### src/hw/cvd_seq_map.svh
// Register offsets, field positions, reset values and timing counts of the CVD sequencer
`ifndef CVD_SEQ_MAP_SVH
`define CVD_SEQ_MAP_SVH
`define CVD_IDX_CTRL   4'h0
`define CVD_IDX_PRE    4'h1
`define CVD_IDX_ACQ    4'h2
`define CVD_IDX_CAP    4'h3
`define CVD_IDX_RPT    4'h4
`define CVD_IDX_THR    4'h5
`define CVD_IDX_STAT   4'h6
`define CVD_IDX_CNT    4'h7
`define CVD_IDX_ACC    4'h8
`define CVD_IDX_FLT    4'h9
`define CVD_IDX_RES    4'hA
`define CVD_CTRL_GO    0
`define CVD_CTRL_CLR   1
`define CVD_CTRL_LSB   2
`define CVD_CTRL_MSB   11
`define CVD_STAT_DONE  0
`define CVD_STAT_THR   1
`define CVD_RST_CTRL   10'h000
`define CVD_RST_BYTE   8'h00
`define CVD_RST_CAP    5'h00
`define CVD_RST_THR    16'hFFFF
`define CVD_ACQ_MAX    9'h100
`endif

### src/hw/cvd_seq_pkg.sv
// Types shared by the CVD sequencer
package cvd_seq_pkg;
  typedef enum logic [1:0] {
    ST_IDLE = 2'b00,
    ST_PRE  = 2'b01,
    ST_ACQ  = 2'b10,
    ST_CONV = 2'b11
  } stage_t;
  typedef enum logic [2:0] {
    MD_BASIC = 3'b000,
    MD_ACCUM = 3'b001,
    MD_AVG   = 3'b010,
    MD_BURST = 3'b011,
    MD_LPF   = 3'b100
  } mode_t;
  typedef struct packed {
    logic [2:0] shift;
    logic [2:0] computation_mode;
    logic       double_sample_enable;
    logic       guard_invert_enable;
    logic       guard_polarity;
    logic       precharge_polarity;
  } ctrl_t;
  typedef struct packed {
    logic hold_isolate;
    logic hold_level;
    logic pin_override;
    logic pin_level;
    logic sample_connect;
  } analog_t;
endpackage

### src/hw/cvd_seq.sv
// CVD precharge/acquisition sequencer with post-conversion computation
//
// Design decisions made here: the placing of the registers and the strobed register port.
`timescale 1ns/1ps
`default_nettype none
`include "cvd_seq_map.svh"
module cvd_seq import cvd_seq_pkg::*; #(
  parameter int RES_W = 10,
  parameter int ACC_W = 16
) (
  // Clock and reset
  input  wire logic             ref_clk_in,
  input  wire logic             rst_in,
  // Register port
  input  wire logic [3:0]       addr_in,
  input  wire logic [15:0]      wdata_in,
  input  wire logic             wr_in,
  input  wire logic             rd_in,
  output logic      [15:0]      rdata_out,
  // Converter core
  input  wire logic             trigger_in,
  input  wire logic             conv_done_in,
  input  wire logic [RES_W-1:0] result_in,
  output logic                  conv_start_out,
  output logic                  busy_out,
  // Analog switches
  output logic                  hold_isolate_out,
  output logic                  hold_level_out,
  output logic                  sample_connect_out,
  output logic      [4:0]       extra_sample_cap_out,
  // Channel pin
  input  wire logic             pin_direction_in,
  input  wire logic             port_data_in,
  output logic                  pin_o_out,
  output logic                  pin_oe_out,
  // Guard rings
  output logic                  guard_out_a,
  output logic                  guard_out_b
);
  if (RES_W < 1 || RES_W > ACC_W || ACC_W > 16) begin : g_chk
    $error("cvd_seq: unsupported widths");
  end

  // ==========================================================
  // Registers
  ctrl_t            ctrl_q;
  logic [7:0]       pre_q, acq_q, rpt_q, cnt_q, cnt_d;
  logic [4:0]       cap_q;
  logic [15:0]      thr_q, rdata_q;
  logic [ACC_W-1:0] acc_q, acc_d, flt_q, flt_d;
  logic [RES_W-1:0] s1_q, res_q;
  logic             done_q, tflag_q, second_q, second_d;
  stage_t           state_q, state_d;
  logic [8:0]       tcnt_q, tcnt_d, age_q;
  analog_t          ana_q, ana_d;
  logic [4:0]       cap_out_q;
  logic             conv_start_q, busy_q, pin_o_q, pin_oe_q, ga_q, gb_q;

  // ==========================================================
  // Bus decode
  wire        wr_ctrl  = wr_in && addr_in == `CVD_IDX_CTRL;
  wire        wr_stat  = wr_in && addr_in == `CVD_IDX_STAT;
  wire        go_wr    = wr_ctrl && wdata_in[`CVD_CTRL_GO];
  wire        clr_wr   = wr_ctrl && wdata_in[`CVD_CTRL_CLR];
  wire        idle     = state_q == ST_IDLE;
  wire [15:0] rd_mux   =
    addr_in == `CVD_IDX_CTRL ? {4'h0, ctrl_q, 1'b0, !idle} :
    addr_in == `CVD_IDX_PRE  ? {8'h00, pre_q} :
    addr_in == `CVD_IDX_ACQ  ? {8'h00, acq_q} :
    addr_in == `CVD_IDX_CAP  ? {11'h000, cap_q} :
    addr_in == `CVD_IDX_RPT  ? {8'h00, rpt_q} :
    addr_in == `CVD_IDX_THR  ? thr_q :
    addr_in == `CVD_IDX_STAT ? {12'h000, state_q, tflag_q, done_q} :
    addr_in == `CVD_IDX_CNT  ? {8'h00, cnt_q} :
    addr_in == `CVD_IDX_ACC  ? 16'(acc_q) :
    addr_in == `CVD_IDX_FLT  ? 16'(flt_q) :
    addr_in == `CVD_IDX_RES  ? 16'(res_q) : 16'h0000;

  always_ff @(posedge ref_clk_in) begin
    if (rst_in) begin
      ctrl_q  <= ctrl_t'(`CVD_RST_CTRL);
      pre_q   <= `CVD_RST_BYTE;
      acq_q   <= `CVD_RST_BYTE;
      rpt_q   <= `CVD_RST_BYTE;
      cap_q   <= `CVD_RST_CAP;
      thr_q   <= `CVD_RST_THR;
      rdata_q <= 16'h0000;
    end else begin
      rdata_q <= rd_in ? rd_mux : 16'h0000;
      if (wr_ctrl) ctrl_q <= ctrl_t'(wdata_in[`CVD_CTRL_MSB:`CVD_CTRL_LSB]);
      if (wr_in && addr_in == `CVD_IDX_PRE) pre_q <= wdata_in[7:0];
      if (wr_in && addr_in == `CVD_IDX_ACQ) acq_q <= wdata_in[7:0];
      if (wr_in && addr_in == `CVD_IDX_RPT) rpt_q <= wdata_in[7:0];
      if (wr_in && addr_in == `CVD_IDX_CAP) cap_q <= wdata_in[4:0];
      if (wr_in && addr_in == `CVD_IDX_THR) thr_q <= wdata_in;
    end
  end

  // ==========================================================
  // Stage sequencer
  // Triggers during a conversion are dropped; the core cannot queue them
  wire       start     = idle && (go_wr || trigger_in);
  wire       pre_on    = pre_q != 8'h00;
  wire [8:0] acq_len   = (acq_q == 8'h00) ? `CVD_ACQ_MAX : {1'b0, acq_q};
  wire       conv_end  = state_q == ST_CONV && conv_done_in;
  wire       need_2nd  = ctrl_q.double_sample_enable && !second_q;
  wire       complete  = conv_end && !need_2nd;
  wire       expire    = tcnt_q == 9'h001;
  mode_t     mode;
  logic      restart, start_ev, acq_begin;
  stage_t    entry;
  logic [8:0] entry_len;

  assign mode     = mode_t'(ctrl_q.computation_mode);
  assign start_ev = start || (conv_end && (need_2nd || restart));

  // Entry stage for any new sample
  always_comb begin
    entry     = ST_CONV;
    entry_len = 9'h000;
    if (pre_on) begin
      entry     = ST_PRE;
      entry_len = {1'b0, pre_q};
    end else if (acq_q != 8'h00) begin
      entry     = ST_ACQ;
      entry_len = {1'b0, acq_q};
    end
  end

  always_comb begin
    state_d  = state_q;
    tcnt_d   = (tcnt_q == 9'h000) ? tcnt_q : tcnt_q - 9'h001;
    second_d = second_q;
    unique case (state_q)
      ST_IDLE: begin
        if (start) begin
          state_d  = entry;
          tcnt_d   = entry_len;
          second_d = 1'b0;
        end
      end
      ST_PRE: begin
        if (expire) begin
          state_d = ST_ACQ;
          tcnt_d  = acq_len;
        end
      end
      ST_ACQ: begin
        if (expire) state_d = ST_CONV;
      end
      ST_CONV: begin
        if (conv_done_in) begin
          if (start_ev) begin
            state_d  = entry;
            tcnt_d   = entry_len;
            second_d = need_2nd;
          end else begin
            state_d  = ST_IDLE;
          end
        end
      end
    endcase
  end

  assign acq_begin = (state_d == ST_ACQ && state_q != ST_ACQ) || (start_ev && state_d == ST_CONV);

  // ==========================================================
  // Analog and pin controls, registered from the next stage
  wire hold_lvl  = ctrl_q.precharge_polarity ^ second_d;
  wire guard_lvl = second_d && ctrl_q.guard_invert_enable ? !ctrl_q.guard_polarity
                                                          : ctrl_q.guard_polarity;
  always_comb begin
    ana_d.hold_isolate   = state_d == ST_PRE;
    ana_d.hold_level     = hold_lvl;
    ana_d.pin_override   = state_d == ST_PRE;
    ana_d.pin_level      = !hold_lvl;
    ana_d.sample_connect = state_d == ST_ACQ || state_d == ST_IDLE;
  end
  wire ga_base = start_ev ? guard_lvl : ga_q;
  wire gb_d    = start_ev ? guard_lvl : gb_q;
  wire ga_d    = ga_base ^ acq_begin;

  always_ff @(posedge ref_clk_in) begin
    if (rst_in) begin
      state_q      <= ST_IDLE;
      tcnt_q       <= 9'h000;
      second_q     <= 1'b0;
      ana_q        <= '0;
      cap_out_q    <= 5'h00;
      conv_start_q <= 1'b0;
      busy_q       <= 1'b0;
      pin_o_q      <= 1'b0;
      pin_oe_q     <= 1'b0;
      ga_q         <= 1'b0;
      gb_q         <= 1'b0;
    end else begin
      state_q      <= state_d;
      tcnt_q       <= tcnt_d;
      second_q     <= second_d;
      ana_q        <= ana_d;
      cap_out_q    <= (state_d == ST_CONV) ? 5'h00 : cap_q;
      conv_start_q <= state_d == ST_CONV && (state_q != ST_CONV || start_ev);
      busy_q       <= state_d != ST_IDLE;
      pin_o_q      <= ana_d.pin_override ? ana_d.pin_level : port_data_in;
      // Normal drive is also cut in acquisition, so the port cannot spoil the charge share
      pin_oe_q     <= ana_d.pin_override || (!pin_direction_in && state_d != ST_ACQ);
      ga_q         <= ga_d;
      gb_q         <= gb_d;
    end
  end

  // ==========================================================
  // Computation
  wire              trig_clr = start && (mode == MD_BURST || (mode == MD_AVG && cnt_q >= rpt_q));
  wire [ACC_W-1:0]  samp     = ctrl_q.double_sample_enable
                               ? ACC_W'(result_in) - ACC_W'(s1_q) : ACC_W'(result_in);
  wire [ACC_W-1:0]  acc_base = (clr_wr || trig_clr) ? '0 : acc_q;
  wire [7:0]        cnt_base = (clr_wr || trig_clr) ? 8'h00 : cnt_q;
  wire [7:0]        cnt_inc  = (cnt_base == 8'hFF) ? cnt_base : cnt_base + 8'h01;
  logic             test;

  // Modes 5..7 behave as basic
  always_comb begin
    acc_d = acc_base;
    cnt_d = cnt_base;
    flt_d = flt_q;
    test  = 1'b0;
    if (complete) begin
      unique case (mode)
        MD_ACCUM, MD_AVG, MD_BURST: begin
          acc_d = acc_base + samp;
          cnt_d = cnt_inc;
          flt_d = acc_d >> ctrl_q.shift;
          test  = (mode == MD_ACCUM) || cnt_d >= rpt_q;
        end
        MD_LPF: begin
          acc_d = acc_base + samp - (acc_base >> ctrl_q.shift);
          cnt_d = cnt_inc;
          flt_d = acc_d >> ctrl_q.shift;
          test  = cnt_d >= rpt_q;
        end
        default: begin
          flt_d = samp;
          test  = 1'b1;
        end
      endcase
    end
  end
  assign restart = complete && mode == MD_BURST && cnt_d < rpt_q;

  // Status flags: a hardware set wins over a software clear in the same cycle
  wire thr_hit = test && (16'(flt_d) > thr_q);
  always_ff @(posedge ref_clk_in) begin
    if (rst_in) begin
      acc_q   <= '0;
      cnt_q   <= 8'h00;
      flt_q   <= '0;
      s1_q    <= '0;
      res_q   <= '0;
      done_q  <= 1'b0;
      tflag_q <= 1'b0;
    end else begin
      acc_q   <= acc_d;
      cnt_q   <= cnt_d;
      flt_q   <= flt_d;
      if (conv_end && need_2nd) s1_q <= result_in;
      if (conv_end) res_q <= result_in;
      done_q  <= complete || (done_q && !(wr_stat && wdata_in[`CVD_STAT_DONE]));
      tflag_q <= thr_hit || (tflag_q && !(wr_stat && wdata_in[`CVD_STAT_THR]));
    end
  end

  // ==========================================================
  // Outputs
  assign rdata_out            = rdata_q;
  assign conv_start_out       = conv_start_q;
  assign busy_out             = busy_q;
  assign hold_isolate_out     = ana_q.hold_isolate;
  assign hold_level_out       = ana_q.hold_level;
  assign sample_connect_out   = ana_q.sample_connect;
  assign extra_sample_cap_out = cap_out_q;
  assign pin_o_out            = pin_o_q;
  assign pin_oe_out           = pin_oe_q;
  assign guard_out_a          = ga_q;
  assign guard_out_b          = gb_q;

  // ==========================================================
  // Checks
  always_ff @(posedge ref_clk_in) begin
    if (rst_in || state_d != state_q || start_ev) age_q <= 9'h000;
    else age_q <= age_q + 9'h001;
  end

  a_pre_skip: assert property (@(posedge ref_clk_in) disable iff (rst_in)
    start && !pre_on |=> state_q != ST_PRE) else $error("precharge not skipped");
  a_pre_entry: assert property (@(posedge ref_clk_in) disable iff (rst_in)
    start_ev && pre_on |=> state_q == ST_PRE && hold_isolate_out) else $error("no precharge at start");
  a_pin_opposite: assert property (@(posedge ref_clk_in) disable iff (rst_in)
    state_q == ST_PRE |-> pin_oe_out && pin_o_out != hold_level_out) else $error("pin not driven opposite");
  a_pre_length: assert property (@(posedge ref_clk_in) disable iff (rst_in)
    state_q == ST_PRE && state_d == ST_ACQ |-> age_q + 9'h001 == {1'b0, pre_q}) else $error("precharge length");
  a_acq_max: assert property (@(posedge ref_clk_in) disable iff (rst_in)
    state_q == ST_ACQ && state_d == ST_CONV && pre_on && acq_q == 8'h00 |-> age_q == 9'h0FF)
    else $error("acquisition not 256");
  a_no_hw_acq: assert property (@(posedge ref_clk_in) disable iff (rst_in)
    start && !pre_on && acq_q == 8'h00 |=> state_q == ST_CONV ##0 conv_start_out) else $error("acq timed");
  a_guard_first: assert property (@(posedge ref_clk_in) disable iff (rst_in)
    start && pre_on |=> guard_out_a == ctrl_q.guard_polarity && guard_out_b == ctrl_q.guard_polarity)
    else $error("guard start level");
  a_guard_acq: assert property (@(posedge ref_clk_in) disable iff (rst_in)
    state_q == ST_PRE && state_d == ST_ACQ |=> guard_out_a != $past(guard_out_a)
    && guard_out_b == $past(guard_out_b)) else $error("guard acq edge");
  a_cap_conv: assert property (@(posedge ref_clk_in) disable iff (rst_in)
    state_q == ST_CONV |-> extra_sample_cap_out == 5'h00) else $error("cap during conversion");
  a_done_set: assert property (@(posedge ref_clk_in) disable iff (rst_in)
    complete |=> done_q ##1 rdata_out[`CVD_STAT_DONE] || !$past(rd_in && addr_in == `CVD_IDX_STAT))
    else $error("done flag not set");
  a_burst_more: assert property (@(posedge ref_clk_in) disable iff (rst_in)
    restart && pre_on |=> state_q == ST_PRE) else $error("burst not repeated");

  c_double: cover property (@(posedge ref_clk_in) disable iff (rst_in) complete && second_q);
  c_burst: cover property (@(posedge ref_clk_in) disable iff (rst_in) restart);
  c_lpf_thr: cover property (@(posedge ref_clk_in) disable iff (rst_in) thr_hit && mode == MD_LPF);
endmodule
`default_nettype wire

### config.mk
export PLATFORM = sky130hd
export DESIGN_NAME = cvd_seq
export DESIGN_NICKNAME = d
export VERILOG_FILES = /design/src/hw/cvd_seq_pkg.sv /design/src/hw/cvd_seq.sv
export VERILOG_INCLUDE_DIRS = /design/src /design/src/hw
export SDC_FILE = /design/constraint.sdc
export NUM_CORES = 1
export LEC_CHECK = 0
export ABC_AREA = 1
export BUFFER_PORTS_ARGS = -buffer_cell sky130_fd_sc_hd__buf_2
export CORE_MARGIN = 5
export CORE_UTILIZATION = 45
export DETAILED_ROUTE_END_ITERATION = 7
export PLACE_DENSITY_LB_ADDON = 0.15
export SYNTH_ARGS = -nofsm -noshare
export SYNTH_HDL_FRONTEND = slang
export SYNTH_SLANG_ARGS = --single-unit
### constraint.sdc
create_clock -name ref_clk_in -period 7.1 [get_ports ref_clk_in]
set_clock_uncertainty 0.1 [all_clocks]
set_input_delay 1.065 -clock ref_clk_in [delete_from_list [all_inputs] [get_ports ref_clk_in]]
set_output_delay 1.065 -clock ref_clk_in [all_outputs]
set_load 0.02 [all_outputs]
# ---- After elaboration in Yosys (flattened, before gate mapping)
# Cells that the tools add are included.
dict set report word_totals {
  ff_bits 159
  input_bits 38
  output_inout_bits 30
  wordCells 184
}
dict set report op_classes {
  n_addsub 5
  order_cmp 4
  n_eq_ne 25
  shift 3
  muxes 47
  bitwise 3
  reduce_logical 63
}
# operator n
set ops {}
lappend ops {{2-to-1 mux 16 bit} 9}
lappend ops {{case mux 16 bit (2 select lines)} 2}
lappend ops {{2-to-1 mux 12 bit} 5}
lappend ops {{2-to-1 mux 9 bit} 6}
lappend ops {{2-to-1 mux 8 bit} 6}
lappend ops {{>> shifter 16 x 3 -> 16 bit} 3}
lappend ops {{logical AND 1 bit} 29}
lappend ops {{case mux 9 bit (3 select lines)} 1}
lappend ops {{adder 16 bit} 1}
lappend ops {{equality test 4 x 3 -> 1 bit, second input constant} 4}
lappend ops {{greater-or-equal comparator 8 bit} 2}
lappend ops {{> comparator 16 bit} 1}
lappend ops {{nonzero test 8 bit} 2}
lappend ops {{subtractor 16 bit} 1}
lappend ops {{equality test 4 bit, second input constant} 3}
lappend ops {{logical OR 1 bit} 12}
lappend ops {{2-to-1 mux 2 bit} 6}
lappend ops {{subtractor 10 x 10 -> 11 bit} 1}
lappend ops {{2-to-1 mux 10 bit} 1}
lappend ops {{equality test 9 x 1 -> 1 bit, second input constant} 1}
lappend ops {{logical NOT 9 bit} 1}
lappend ops {{subtractor 9 x 1 -> 9 bit, second input constant} 1}
lappend ops {{adder 8 x 1 -> 8 bit, second input constant} 1}
lappend ops {{equality test 2 bit, second input constant} 4}
lappend ops {{23 further kinds} 47}

# ---- Depth between registers and ports, before layout
# Gate-level depths: netlist (run 1).
dict set report logic_depth {
  ltp_word 24
  mapped_depth 51
}

# ---- Least setup slack after synthesis (run 1)
# Ideal clock, no wire load.
dict set report synth_timing {
  kind {in2reg}
  start {in result_in[0]}
  end {reg tflag_q}
  setup_time_ns 0.132
  arrival_time_ns 5.981
  path_slack_ns 0.887
  cell_stages 41
  path_buffers 0
  cell_sequence {inv_1 > ha_1 > inv_1 > fa_1 > nand2_1 > nand3_1 > nand2_1 > nand2_1 > a21oi_1 > nor2_1 > o21ai_0 > nand3_1 > inv_1 > ha_1 > a21oi_1 > o21ai_0 > a21oi_1 > nand2_1 > [5 not listed] > nand2_1 > inv_1 > nand4_1 > nand3_2 > nand2_1 > nand4_1 > nand2_1 > inv_2 > nand2_1 > nand2_1 > nand2_1 > ha_1 > nand2_1 > or3_1 > nor4b_1 > nor3_1 > nand2_1 > a21oi_1}
}
dict set report synth_between {
  elab_chain_len 10
  word_cells_on_any_way 11
}
# item line_no
set synth_lines {}
lappend synth_lines {{from (decl)} cvd_seq.sv:23} ;# input wire logic [RES_W-1:0] result_in,
lappend synth_lines {{subtractor 10 x 10 -> 11 bit} cvd_seq.sv:216} ;# ? ACC_W'(result_in) - ACC_W'(s1_q) : ACC_W'(result_in);
lappend synth_lines {{2-to-1 mux 16 bit (*)} cvd_seq.sv:216}
lappend synth_lines {{adder 16 bit} {cvd_seq.sv:231, cvd_seq.sv:237}}
lappend synth_lines {{subtractor 16 bit} cvd_seq.sv:237} ;# acc_d = acc_base + samp - (acc_base >> ctrl_q.shift);
lappend synth_lines {{>> shifter 16 x 3 -> 16 bit} cvd_seq.sv:239} ;# flt_d = acc_d >> ctrl_q.shift;
lappend synth_lines {{case mux 16 bit (2 select lines) (*)} cvd_seq.sv:229} ;# unique case (mode)
lappend synth_lines {{2-to-1 mux 16 bit (*)} cvd_seq.sv:228} ;# if (complete) begin
lappend synth_lines {{named net flt_d[11]} cvd_seq.sv:50} ;# logic [ACC_W-1:0] acc_q, acc_d, flt_q, flt_d;
lappend synth_lines {{> comparator 16 bit (*)} cvd_seq.sv:252} ;# wire thr_hit = test && (16'(flt_d) > thr_q);
lappend synth_lines {{logical AND 1 bit (*)} cvd_seq.sv:252}
lappend synth_lines {{logical OR 1 bit (*)} cvd_seq.sv:269} ;# tflag_q <= thr_hit || (tflag_q && !(wr_stat && wdata_in[`CVD_STAT_THR]));
lappend synth_lines {{to (signal assigned)} cvd_seq.sv:269}
lappend synth_lines {{to (decl)} cvd_seq.sv:52} ;# logic done_q, tflag_q, second_q, second_d;
# Mark *: on every way through the listed nets, which the timed path passes. The rest lies on a longest branch.
# A chain may end at the register's enable or synchronous reset.

# ---- Worst setup path in the final report (run 1)
# Ends and elaborated chain as after synthesis.

==> results of run 1 <==
-- what timing repair did --
action,in CTS,in global routing
buffers inserted,0,6
resized for setup,0,31
endpoints found under the setup margin,0,1
-- registers in the layout (all words and copies together) (netlist names), 2 cells and up --
name,cells
acc_q,16
extra_sample_cap_out,5
ctrl_q,7
s1_q,10
rdata_out,16
mode,3
pre_q,8
thr_q,16
tcnt_q,9
cnt_q,8
rpt_q,8
cap_q,5
state_q,2
res_q,10
acq_q,8
flt_q,16
-- stage by stage --
| step | total power [mW] | TNS [ns] | utilization [%] | cells | instance area [um^2] |
|---|---|---|---|---|---|
| final | 2.62 | 0 | 51.1 | 2316 | 13700 |
| after CTS | 2.62 | 0 | 50.4 | 2310 | 13500 |
| after global placement | 1.74 | -0.00692 | 48.3 | 2278 | 12900 |
| after floorplan | 1.54 | 0 | - | 1893 | 12100 |
| after detailed placement | 1.74 | -0.180 | 48.3 | 2278 | 12900 |
| after global routing | 2.77 | -0.0348 | 51.1 | 2316 | 13700 |
-- worst paths after layout --
| kind | startpoint | to | slack (ns) | cells after the start |
|---|---|---|---|---|
| max reg2reg | rpt_q[7]$_SDFFE_PP0P_ | tflag_q$_SDFF_PP0_ | 0.75 | 42 |
| max | result_in[0] | tflag_q$_SDFF_PP0_ | 0.59 | 41 |
| min | s1_q[6]$_SDFFE_PP0P_ | s1_q[6]$_SDFFE_PP0P_ | 0.36 | 2 |
| min reg2reg | s1_q[6]$_SDFFE_PP0P_ | s1_q[6]$_SDFFE_PP0P_ | 0.36 | 2 |
-- metal layers --
layer	GRT usage [%]	wire length, um
met2	44.5	19100
met3	3.39	2290
met4	8.55	1180
met5	0	0
met1	35.0	18500
-- layout by cell type, fill, tap and decap left out, types with 5 or more instances in the layout --
cell | Yosys | routed
a21oi_2 | 0 | 7
nand3_1 | 131 | 129
inv_1 | 249 | 248
inv_6 | 0 | 7
o211ai_1 | 11 | 11
a211oi_1 | 6 | 6
o21bai_1 | 7 | 7
ha_1 | 82 | 76
clkinv_1 | 7 | 7
nor3_1 | 16 | 16
a21oi_1 | 188 | 181
clkbuf_16 | 0 | 17
buf_2 | 15 | 67
xnor2_1 | 7 | 7
nor2_2 | 5 | 7
ha_4 | 0 | 5
dfxtp_1 | 159 | 159
o21ai_1 | 21 | 23
a31oi_1 | 7 | 7
nor2_1 | 122 | 119
xor2_1 | 19 | 17
nand2_2 | 28 | 29
nand2_1 | 438 | 437
o21ai_0 | 180 | 176
nand3_2 | 16 | 18
o22ai_1 | 12 | 12
a221oi_1 | 12 | 12
buf_4 | 2 | 50
nor2_4 | 6 | 7
inv_2 | 9 | 10
nand4_1 | 17 | 17
nor4_1 | 7 | 7
o221ai_1 | 10 | 10
and2_1 | 6 | 6
nand3b_1 | 5 | 5
-- layout make-up --
cell class | instances | area, um^2
Timing Repair Buffer | 117 | 711
Sequential cell | 159 | 3180
Tap cell | 341 | 427
Multi-Input combinational cell | 1402 | 7820
Clock inverter | 14 | 126
Inverter | 265 | 995
Fill cell | 2777 | 13100
Clock buffer | 18 | 429
-- where the power goes --
part / total (mW) / switching (mW) / internal, mW / leakage, nW
sequential: 0.976 / 0.0328 / 0.943 / 1.29
combinational: 0.761 / 0.508 / 0.253 / 4.88
clock: 0.886 / 0.426 / 0.460 / 0.262
total: 2.62 / 0.967 / 1.66 / 6.43
-- worst register-to-register path: cells and delay by family (launching register included) --
| kind | cells | cell delay [ns] |
|---|---|---|
| buffers and inverters | 5 | 0.56 |
| adder cells (fa/ha/maj) | 3 | 0.99 |
| AO/OA/AOI/OAI | 9 | 1.24 |
| flip-flops | 1 | 0.34 |
| AND/OR/NAND/NOR | 25 | 2.95 |
-- kinds of logic (layout without fill, tap and decap cells) --
family | count (synthesis) | in the layout
AND/OR/NAND/NOR | 817 | 817
adder cells (fa/ha/maj) | 84 | 84
multiplexers | 1 | 1
AO/OA/AOI/OAI | 472 | 472
XOR/XNOR | 28 | 28
flip-flops | 159 | 159
buffers and inverters | 332 | 414
==> run summary, run 1 <==
STATUS
---------------------------------------------------------------------------------------
Run status                                                                 complete, no violations

SETUP PATH
---------------------------------------------------------------------------------------
Maximum net fanout on the critical path                                               5
Cell mode on critical path                                                      nand2_1
WP buf/inv                                                                            5
Worst Path Required                                                             7.29 ns
Data arrival time at the worst-slack endpoint                                   6.70 ns
Delay of the slowest cell on the worst path                                     0.36 ns
Kind of cell adding the most delay to the critical path                    simple AND/OR/NAND/NOR gates
Slowest-stage cell, CP                                                             fa_2
Crit Path Category                                                         input port to flip-flop
Critical Path Start Type                                                     input port
Crit. End Element                                                             flip-flop

TIMING
---------------------------------------------------------------------------------------
Final period utilization                                                          91.7%
Fin worst setup slack                                                          0.588 ns
Final max-slew violation count                                                        0
Maximum frequency from static timing analysis                                   154 MHz
Number of failing hold endpoints at the final stage                                   0
Number of setup violations in the final report                                        0
Worst slew pin tran                                                            0.994 ns
Relative max-transition margin                                                    33.2%
Final worst path period need                                                    6.51 ns
Worst hold slack across all endpoints                                          0.363 ns

YOSYS
---------------------------------------------------------------------------------------
Multiplexer share of the synthesized area                                       0.0824%
Proportion of netlist area held by the largest area contributor                   26.2%
Most used DFF post-synth                                                        dfxtp_1
Commonest cells post-synth                                                 nand2_1, inv_1, a21oi_1
Most repeated cell in the gate-level netlist after synthesis                    nand2_1
Synthesized area per cell                                                     6.42 um^2
Number of synthesized flops with an enable pin                                        0
Synth Net Count                                                                   2,015
Fraction of the mapped netlist area in adder cells                                8.77%
Post-synthesis cell count                                                         1,893
Number of synthesized register bits                                                 159
Library cell occupying the most area in the post-synthesis netlist              dfxtp_1
Combinational family with the most area after synthesis                    simple AND/OR/NAND/NOR gates
Compound-gate portion of the synthesized area                                     21.5%
Leading cell types by total area after synthesis                           dfxtp_1, nand2_1, ha_1
Number of unique standard cell types used by synthesis                               62
Cell Area, Synth                                                            0.0121 mm^2
Share of synthesized registers carrying an async set or reset                        0%
Synth warnings                                                                        0
Xor/xnor cell area share of the yosys netlist                                     2.14%
Simple-gate share of the synthesized area                                         30.7%
Part of the Yosys area used for sequential elements                               26.2%

CLOCK TREE
---------------------------------------------------------------------------------------
Sink Count                                                                          159
Clock insertion delay at the later pin of the skew report                       0.43 ns
TritonCTS clock tree                                                               done
CTS hold repair buffers                                                               0
Cell at the root of the clock tree                                            clkbuf_16
Maximum count of clock buffers along a single path                                    2
Number of buffers inserted during clock tree synthesis                               17
CTS HTree Levels                                                                      4
Reg clk slew, reported paths                                                    0.07 ns

DETAILED ROUTING
---------------------------------------------------------------------------------------
Number of nets with antenna violations after routing                                  0
Final Routed Wirelength                                                         41.1 mm
Post-detailed-route DRC marker count                                                  0
Detailed-route via count                                                         13,000
Average detailed-routed wire length per instance                                17.7 um
Vias per cell                                                                      5.61
DR pass1 iterations                                                                   5
Number of violations reported at the end of detailed-routing iteration 0          1,092

GLOBAL ROUTE
---------------------------------------------------------------------------------------
Via count of the first global-routing pass                                       12,100
All-layer global routing usage                                                    26.4%
Largest net degree at the start of global routing                                    71
Wire length of the first global-routing pass                                    64.6 mm
Number of antenna violations at the first check in global routing                     0
Overall overflow remaining after global route                                         0

PLACE
---------------------------------------------------------------------------------------
Placer Congestion                                                                 0.898
IO buf count                                                                         67
Worst setup timing slack at the placement stage                               -0.180 ns
Hpwl dp                                                                         31.9 mm

HOLD PATH
---------------------------------------------------------------------------------------
Tightest Hold Check Type                                                   flip-flop to flip-flop

FINISH
---------------------------------------------------------------------------------------
Proportion of layout cells with a drive suffix above 1                            13.1%
Inserted Diodes                                                                       0
Syn-to-layout area delta                                                          12.7%
Net count, final                                                                  2,084

DIE
---------------------------------------------------------------------------------------
Area of the die                                                             0.0304 mm^2
Vert. Die Dim                                                                    174 um
Chip Width                                                                       174 um
Initial Util                                                                      45.3%
Top Ports                                                                            68
Placeable Area                                                              0.0268 mm^2
Rows                                                                                 60

RUN
---------------------------------------------------------------------------------------
Maximum capacitance violations                                                        0

POWER AND IR DROP
---------------------------------------------------------------------------------------
Total power divided by cell area                                            192 mW/mm^2
Static power due to leakage                                                     6.43 nW
Worst-case vdd ir drop                                                         0.170 mV

No activity file was read; power rests on OpenSTA's default activity.
==> inputs of run 2 (changes only) <==
Settings changed: CORE_UTILIZATION 45 to 50.
==> run 2 against run 1 <==
Design area about the same; register-to-register slack got worse by 0.20 ns; combinational power shrank 0.5%; core utilization is 5.7 points higher; clock power grew 8.4%; worst setup slack got worse by 0.17 ns; hold slack got worse by 0.00073 ns; maximum frequency is 2.5% lower; via count down 0.62%; wire length is 4.7% lower; critical path depth grew 3; largest power group unchanged.
==> run summary, run 2 (synthesis gave the netlist of run 1 again) <==
RUN
---------------------------------------------------------------------------------------
Maximum capacitance violations                                                        0   unchanged

HOLD PATH
---------------------------------------------------------------------------------------
Tightest Hold Check Type                                                   flip-flop to flip-flop   unchanged

TIMING
---------------------------------------------------------------------------------------
Final worst path period need                                                    6.68 ns   was 6.51 ns
Number of failing hold endpoints at the final stage                                   0   unchanged
Number of setup violations in the final report                                        0   unchanged
Worst hold slack across all endpoints                                          0.362 ns   was 0.363 ns
Relative max-transition margin                                                    25.7%   was 33.2%
Worst slew pin tran                                                             1.11 ns   was 0.994 ns
Final period utilization                                                          94.1%   was 91.7%
Maximum frequency from static timing analysis                                   150 MHz   was 154 MHz
Final max-slew violation count                                                        0   unchanged

POWER AND IR DROP
---------------------------------------------------------------------------------------
Total power                                                                     2.69 mW   was 2.62 mW
Static power due to leakage                                                     6.47 nW   was 6.43 nW
Worst-case vdd ir drop                                                         0.204 mV   was 0.170 mV
Total power divided by cell area                                            197 mW/mm^2   was 192 mW/mm^2

FINISH
---------------------------------------------------------------------------------------
Proportion of layout cells with a drive suffix above 1                            13.2%   was 13.1%
Post-Route Utilization                                                            56.8%   was 51.1%
Syn-to-layout area delta                                                          12.7%   about the same
Post-route insts no fill                                                          2,298   was 2,316
Net count, final                                                                  2,083   was 2,084
Commonest cells after routing, fill and taps aside                         nand2_1, inv_1, a21oi_1   unchanged
Most frequent standard cell in the layout excluding fill and tap cells          nand2_1   unchanged
Inserted Diodes                                                                       0   unchanged
Final cell area excluding filler cells                                      0.0137 mm^2   about the same

GLOBAL ROUTE
---------------------------------------------------------------------------------------
Number of antenna violations at the first check in global routing                     0   unchanged
Overall overflow remaining after global route                                         0   unchanged
GR met2 Demand/Resource                                                           46.3%   was 44.5%
Met3 capacity usage during global routing                                         3.86%   was 3.39%
Largest net degree at the start of global routing                                    73   was 71
GR Util met1                                                                      36.3%   was 35.0%
Via count of the first global-routing pass                                       12,000   was 12,100
Busiest metal layer after global routing                                           met2   unchanged
All-layer global routing usage                                                    27.4%   was 26.4%
Wire length of the first global-routing pass                                    62.2 mm   was 64.6 mm

DIE
---------------------------------------------------------------------------------------
Chip Width                                                                       166 um   was 174 um
Rows                                                                                 57   was 60
Placeable Area                                                              0.0241 mm^2   was 0.0268 mm^2
Vert. Die Dim                                                                    166 um   was 174 um
Top Ports                                                                            68   unchanged
Area of the die                                                             0.0275 mm^2   was 0.0304 mm^2
Initial Util                                                                      50.4%   was 45.3%

DETAILED ROUTING
---------------------------------------------------------------------------------------
DR pass1 iterations                                                                   5   unchanged
Number of violations reported at the end of detailed-routing iteration 0          1,281   was 1,092
Post-detailed-route DRC marker count                                                  0   unchanged
Final Routed Wirelength                                                         39.1 mm   was 41.1 mm
Average detailed-routed wire length per instance                                17.0 um   was 17.7 um
Number of nets with antenna violations after routing                                  0   unchanged
Vias per cell                                                                      5.62   was 5.61
Detailed-route via count                                                         12,900   was 13,000

CLOCK TREE
---------------------------------------------------------------------------------------
CTS hold repair buffers                                                               0   unchanged
Clock insertion delay at the later pin of the skew report                       0.44 ns   was 0.43 ns
Reg clk slew, reported paths                                                    0.07 ns   about the same
Maximum count of clock buffers along a single path                                    2   unchanged
Sink Count                                                                          159   unchanged
TritonCTS clock tree                                                               done   unchanged
CTS HTree Levels                                                                      4   unchanged
Number of buffers inserted during clock tree synthesis                               17   unchanged
Cell at the root of the clock tree                                            clkbuf_16   unchanged

SETUP PATH
---------------------------------------------------------------------------------------
Delay of the slowest cell on the worst path                                     0.38 ns   was 0.36 ns
Crit. End Element                                                             flip-flop   unchanged
Crit Path Category                                                         input port to flip-flop   unchanged
Worst Path Required                                                             7.36 ns   was 7.29 ns
Data arrival time at the worst-slack endpoint                                   6.94 ns   was 6.70 ns
Maximum net fanout on the critical path                                               4   was 5
Cell mode on critical path                                                      nand2_1   unchanged
Critical Path Start Type                                                     input port   unchanged
Slowest-stage cell, CP                                                             fa_2   unchanged

STATUS
---------------------------------------------------------------------------------------
Run status                                                                 complete, no violations   unchanged

PLACE
---------------------------------------------------------------------------------------
Placed instance area                                                        0.0129 mm^2   about the same
Placer Congestion                                                                 0.971   was 0.898
Hpwl dp                                                                         30.2 mm   was 31.9 mm
IO buf count                                                                         67   unchanged
Cell count after placement                                                        2,262   was 2,278

run 2: critical path, delay by kind of cell:
kind,cells,cell delay (ns)
fa+ha+maj,5,1.37
buf+inv,6,0.57
compound gates,8,1.34
simple gates,25,2.57
run 2: layout make-up:
cell class              count  area [um^2]
fillers                  2443        10400
clock inverters            15          175
inverters                 265          995
repair buffers            116          703
flip-flops and latches    159         3180
clock buffers              17          425
multi-input cells        1402         7800
well taps                 324          405
run 2: report_power, final:
part | total, mW | internal [mW] | switching [mW]
registers | 0.974 | 0.943 | 0.0308
clock network | 0.960 | 0.531 | 0.430
logic | 0.757 | 0.252 | 0.505
total | 2.69 | 1.73 | 0.966
run 2: worst paths after layout:
kind | startpoint | cells after the start | end | slack, ns
setup / recovery | result_in[0] | 44 | tflag_q$_SDFF_PP0_ | 0.42
hold / removal | s1_q[3]$_SDFFE_PP0P_ | 2 | s1_q[3]$_SDFFE_PP0P_ | 0.36
setup reg to reg | rpt_q[7]$_SDFFE_PP0P_ | 44 | tflag_q$_SDFF_PP0_ | 0.55
hold reg to reg | s1_q[3]$_SDFFE_PP0P_ | 2 | s1_q[3]$_SDFFE_PP0P_ | 0.36
run 2: repair_timing:
item | in CTS | in global routing
setup buffers | 0 | 4
setup endpoints to repair | 0 | 1
gates resized for setup | 0 | 31
run 2: through the flow:
stage | TNS [ns] | worst slack [ns]
finish | 0 | 0.419
global route | -0.104 | -0.104
CTS | 0 | 0.139
detailed placement | -0.289 | -0.289
global placement | -0.205 | -0.205
floorplan | 0 | 0.887
run 2: per-layer routing:
metal | wire length (um) | vias up
met1 | 16800 | 5864
met5 | 0 | -
met4 | 1240 | 0
met3 | 2730 | 83
met2 | 18400 | 522
li1 | - | 6439
==> inputs of run 3 (changes only) <==
Settings changed: ABC_AREA 1 to unset, CORE_UTILIZATION 50 to 40.
==> run 3 against run 2 <==
The run now ends with setup timing left; largest power group unchanged; flip-flop and latch count unchanged; final cell count up 7.9%; worst setup slack worse by 0.91 ns; combinational power up 12%; wire length up 30%; non-clock buffer count up 277; first-iteration DRC count down 16%; synthesized cell count down 9.4%; power up 0.34%.
==> run summary, run 3 <==
TIMING
---------------------------------------------------------------------------------------
Worst hold slack across all endpoints                                          0.354 ns   was 0.362 ns
Number of failing hold endpoints at the final stage                                   0   unchanged
Final worst path period need                                                    7.59 ns   was 6.68 ns
Worst slew pin tran                                                             1.12 ns   was 1.11 ns
Maximum frequency from static timing analysis                                   132 MHz   was 150 MHz
Number of setup violations in the final report                                        1   was 0
RSZ-0062 raised after global routing                                                yes
Fin worst setup slack                                                         -0.488 ns   was 0.419 ns
Final period utilization                                                           107%   was 94.1%
Final max-slew violation count                                                        0   unchanged
Relative max-transition margin                                                    25.6%   was 25.7%

YOSYS
---------------------------------------------------------------------------------------
Leading cell types by total area after synthesis                           dfxtp_1, ha_1, nand2_1   was dfxtp_1, nand2_1, ha_1
Most repeated cell in the gate-level netlist after synthesis                    nand2_1   unchanged
Number of unique standard cell types used by synthesis                              112   was 62
Proportion of netlist area held by the largest area contributor                   24.1%   was 26.2%
Simple-gate share of the synthesized area                                         22.9%   was 30.7%
Synthesized area per cell                                                     7.70 um^2   was 6.42 um^2
Fraction of the mapped netlist area in adder cells                                8.39%   was 8.77%
Post-synthesis cell count                                                         1,716   was 1,893
Part of the Yosys area used for sequential elements                               24.1%   was 26.2%
Number of synthesized flops with an enable pin                                        0   unchanged
Share of synthesized registers carrying an async set or reset                        0%   unchanged
Xor/xnor cell area share of the yosys netlist                                     3.69%   was 2.14%
Commonest cells post-synth                                                 nand2_1, nor2_1, dfxtp_1   was nand2_1, inv_1, a21oi_1
Multiplexer share of the synthesized area                                         8.36%   was 0.0824%
Library cell occupying the most area in the post-synthesis netlist              dfxtp_1   unchanged
Synth warnings                                                                        0   unchanged
Synth Net Count                                                                   1,838   was 2,015
Number of synthesized register bits                                                 159   unchanged
Most used DFF post-synth                                                        dfxtp_1   unchanged
Combinational family with the most area after synthesis                    compound AO/OA/AOI/OAI gates   was simple AND/OR/NAND/NOR gates
Compound-gate portion of the synthesized area                                     27.5%   was 21.5%
Cell Area, Synth                                                            0.0132 mm^2   was 0.0121 mm^2

SETUP PATH
---------------------------------------------------------------------------------------
Crit Path Category                                                         input port to flip-flop   unchanged
Delay of the slowest cell on the worst path                                     0.51 ns   was 0.38 ns
Worst Path Required                                                             7.32 ns   was 7.36 ns
Terminus of the critical flop-to-flop path                                 tflag_q$_SDFF_PP0_   unchanged
Critical Path Start Type                                                     input port   unchanged
Maximum net fanout on the critical path                                               4   unchanged
Start of the worst register-to-register path                               rpt_q[6]$_SDFFE_PP0P_   was rpt_q[7]$_SDFFE_PP0P_
Slowest-stage cell, CP                                                             fa_2   unchanged
Reg2Reg Setup Slack                                                            -0.48 ns   was 0.55 ns
Depth of the worst register-to-register path                                         40   was 44
Crit. End Element                                                             flip-flop   unchanged
Data arrival time at the worst-slack endpoint                                   7.81 ns   was 6.94 ns

PLACE
---------------------------------------------------------------------------------------
Worst setup timing slack at the placement stage                                -1.28 ns   was -0.289 ns
Placer Congestion                                                                 0.927   was 0.971
IO buf count                                                                         67   unchanged
Hpwl dp                                                                         38.4 mm   was 30.2 mm

DIE
---------------------------------------------------------------------------------------
Placeable Area                                                              0.0325 mm^2   was 0.0241 mm^2
Top Ports                                                                            68   unchanged
Initial Util                                                                      40.6%   was 50.4%
Rows                                                                                 66   was 57
Vert. Die Dim                                                                    192 um   was 166 um
Area of the die                                                             0.0368 mm^2   was 0.0275 mm^2
Chip Width                                                                       192 um   was 166 um

POWER AND IR DROP
---------------------------------------------------------------------------------------
Static power due to leakage                                                     7.38 nW   was 6.47 nW
Worst-case vdd ir drop                                                         0.170 mV   was 0.204 mV
Total power divided by cell area                                            154 mW/mm^2   was 197 mW/mm^2

DETAILED ROUTING
---------------------------------------------------------------------------------------
Post-detailed-route DRC marker count                                                  0   unchanged
Average detailed-routed wire length per instance                                20.5 um   was 17.0 um
Detailed route wirelength on metal3                                             3.28 mm   was 2.73 mm
Final Routed Wirelength                                                         50.8 mm   was 39.1 mm
Detailed-route via count                                                         14,300   was 12,900
Top layer used by detailed routing                                                 met5   was met4
WL met2                                                                         23.8 mm   was 18.4 mm
Number of violations reported at the end of detailed-routing iteration 0          1,077   was 1,281
Number of nets with antenna violations after routing                                  0   unchanged
DR pass1 iterations                                                                   8   was 5
Routed length on met1                                                           21.9 mm   was 16.8 mm
Vias per cell                                                                      5.79   was 5.62

CLOCK TREE
---------------------------------------------------------------------------------------
Maximum count of clock buffers along a single path                                    2   unchanged
CTS hold repair buffers                                                               0   unchanged
Clock insertion delay at the later pin of the skew report                       0.46 ns   was 0.44 ns
CTS HTree Levels                                                                      4   unchanged
Reg clk slew, reported paths                                                    0.07 ns   about the same
Cell at the root of the clock tree                                            clkbuf_16   unchanged
Number of buffers inserted during clock tree synthesis                               17   unchanged
TritonCTS clock tree                                                               done   unchanged
Sink Count                                                                          159   unchanged

STATUS
---------------------------------------------------------------------------------------
Violations in the final reports                                            setup timing
Run status                                                                 finished with violations   was complete, no violations

HOLD PATH
---------------------------------------------------------------------------------------
Tightest Hold Check Type                                                   flip-flop to flip-flop   unchanged
Worst-case hold path end point                                             s1_q[1]$_SDFFE_PP0P_   was s1_q[3]$_SDFFE_PP0P_
Start point of the worst hold path                                         s1_q[1]$_SDFFE_PP0P_   was s1_q[3]$_SDFFE_PP0P_
Cell depth of the worst hold path                                                     2   unchanged

FINISH
---------------------------------------------------------------------------------------
Syn-to-layout area delta                                                          32.7%   was 12.7%
Filler instances                                                                  3,194   was 2,443
Area of the multi-input gates                                               0.0101 mm^2   was 0.00780 mm^2
Net count, final                                                                  2,146   was 2,083
Most frequent standard cell in the layout excluding fill and tap cells            buf_4   was nand2_1
Proportion of layout cells with a drive suffix above 1                            31.0%   was 13.2%
Inserted Diodes                                                                       0   unchanged
Commonest cells after routing, fill and taps aside                         buf_4, nand2_1, nor2_1   was nand2_1, inv_1, a21oi_1
Area used by sequential logic in the layout                                0.00319 mm^2   was 0.00318 mm^2

GLOBAL ROUTE
---------------------------------------------------------------------------------------
Largest net degree at the start of global routing                                    62   was 73
All-layer global routing usage                                                    27.2%   was 27.4%
Number of antenna violations at the first check in global routing                     2   was 0
Wire length of the first global-routing pass                                    78.7 mm   was 62.2 mm
Via count of the first global-routing pass                                       14,000   was 12,000
Overall overflow remaining after global route                                         0   unchanged

RUN
---------------------------------------------------------------------------------------
Maximum capacitance violations                                                        0   unchanged

[run 3: cell count changes after synthesis, sizes merged, moves of 22 or more]
cell | previous run | this run
inv | 258 | 70
and2 | 6 | 41
nand2 | 472 | 212
nor2 | 134 | 172
mux2i | 1 | 63
o21ai | 203 | 90
a211oi | 6 | 28
clkbuf | 45 | 89
a22oi | 0 | 24
nor2b | 0 | 22
a21oi | 190 | 145
nand3 | 148 | 55
[run 3: how the worst max path moves through the flow]
stage	to	cells past startpoint	start	slack [ns]
2_1_floorplan	tflag_q$_SDFF_PP0_	37	addr_in[3]	-0.82
3_3_place_gp	tflag_q$_SDFF_PP0_	37	result_in[0]	-1.22
3_5_place_dp	tflag_q$_SDFF_PP0_	37	result_in[0]	-1.28
4_1_cts	tflag_q$_SDFF_PP0_	40	result_in[0]	-0.42
5_1_grt	tflag_q$_SDFF_PP0_	39	rpt_q[3]$_SDFFE_PP0P_	-0.86
6_report	tflag_q$_SDFF_PP0_	39	result_in[0]	-0.49
[run 3: repair_timing]
| action | CTS | global route |
|---|---|---|
| resized for setup | 79 | 80 |
| setup buffers | 22 | 22 |
| setup endpoints to repair | 1 | 1 |
| pin swaps | 49 | 77 |
[run 3: power by group]
part | switching (mW) | total, mW | internal, mW
combinational | 0.496 | 0.851 | 0.355
clock | 0.433 | 0.889 | 0.456
sequential | 0.0287 | 0.960 | 0.932
total | 0.958 | 2.70 | 1.74
[run 3: critical path, delay by kind of cell]
family                     cells  cell delay (ns)
xor gates and xnor gates       1             0.12
and+or+nand+nor                6             0.71
adders and majority gates      7             1.91
AOI/OAI and AO/OA             15             2.70
muxes                          2             0.46
buffers and inverters          8             0.81
[run 3: kinds of logic after synthesis]
group / Yosys count
buffers and inverters: 174
XOR/XNOR: 48
flip-flops: 159
AO/OA/AOI/OAI: 520
adder cells (fa/ha/maj): 88
AND/OR/NAND/NOR: 635
multiplexers: 92
[run 3: per-layer routing]
layer / vias up / GRT usage, %
met5: - / 0
met4: 2 / 10.3
met3: 123 / 3.36
met2: 535 / 45.4
met1: 6808 / 35.9
li1: 6878 / -
[run 3: through the flow]
step | cells | power (mW) | TNS (ns) | util, % | cell area [um^2]
after floorplan | 1716 | 1.50 | -0.824 | - | 13400
after global placement | 2404 | 1.77 | -1.22 | 49.0 | 15900
after detailed placement | 2404 | 1.78 | -1.33 | 49.0 | 15900
after CTS | 2458 | 2.68 | -0.423 | 52.2 | 17000
after global routing | 2479 | 2.83 | -0.859 | 53.8 | 17500
final | 2479 | 2.70 | -0.488 | 53.8 | 17500
[run 3: cell type report]
class                   instances  share of cell area, %
inverters                      70                   1.53
repair buffers                393                   16.1
clock buffers                  19                   2.47
clock inverters                13                  0.607
multi-input cells            1383                   57.9
flip-flops and latches        159                   18.2
well taps                     442                   3.16
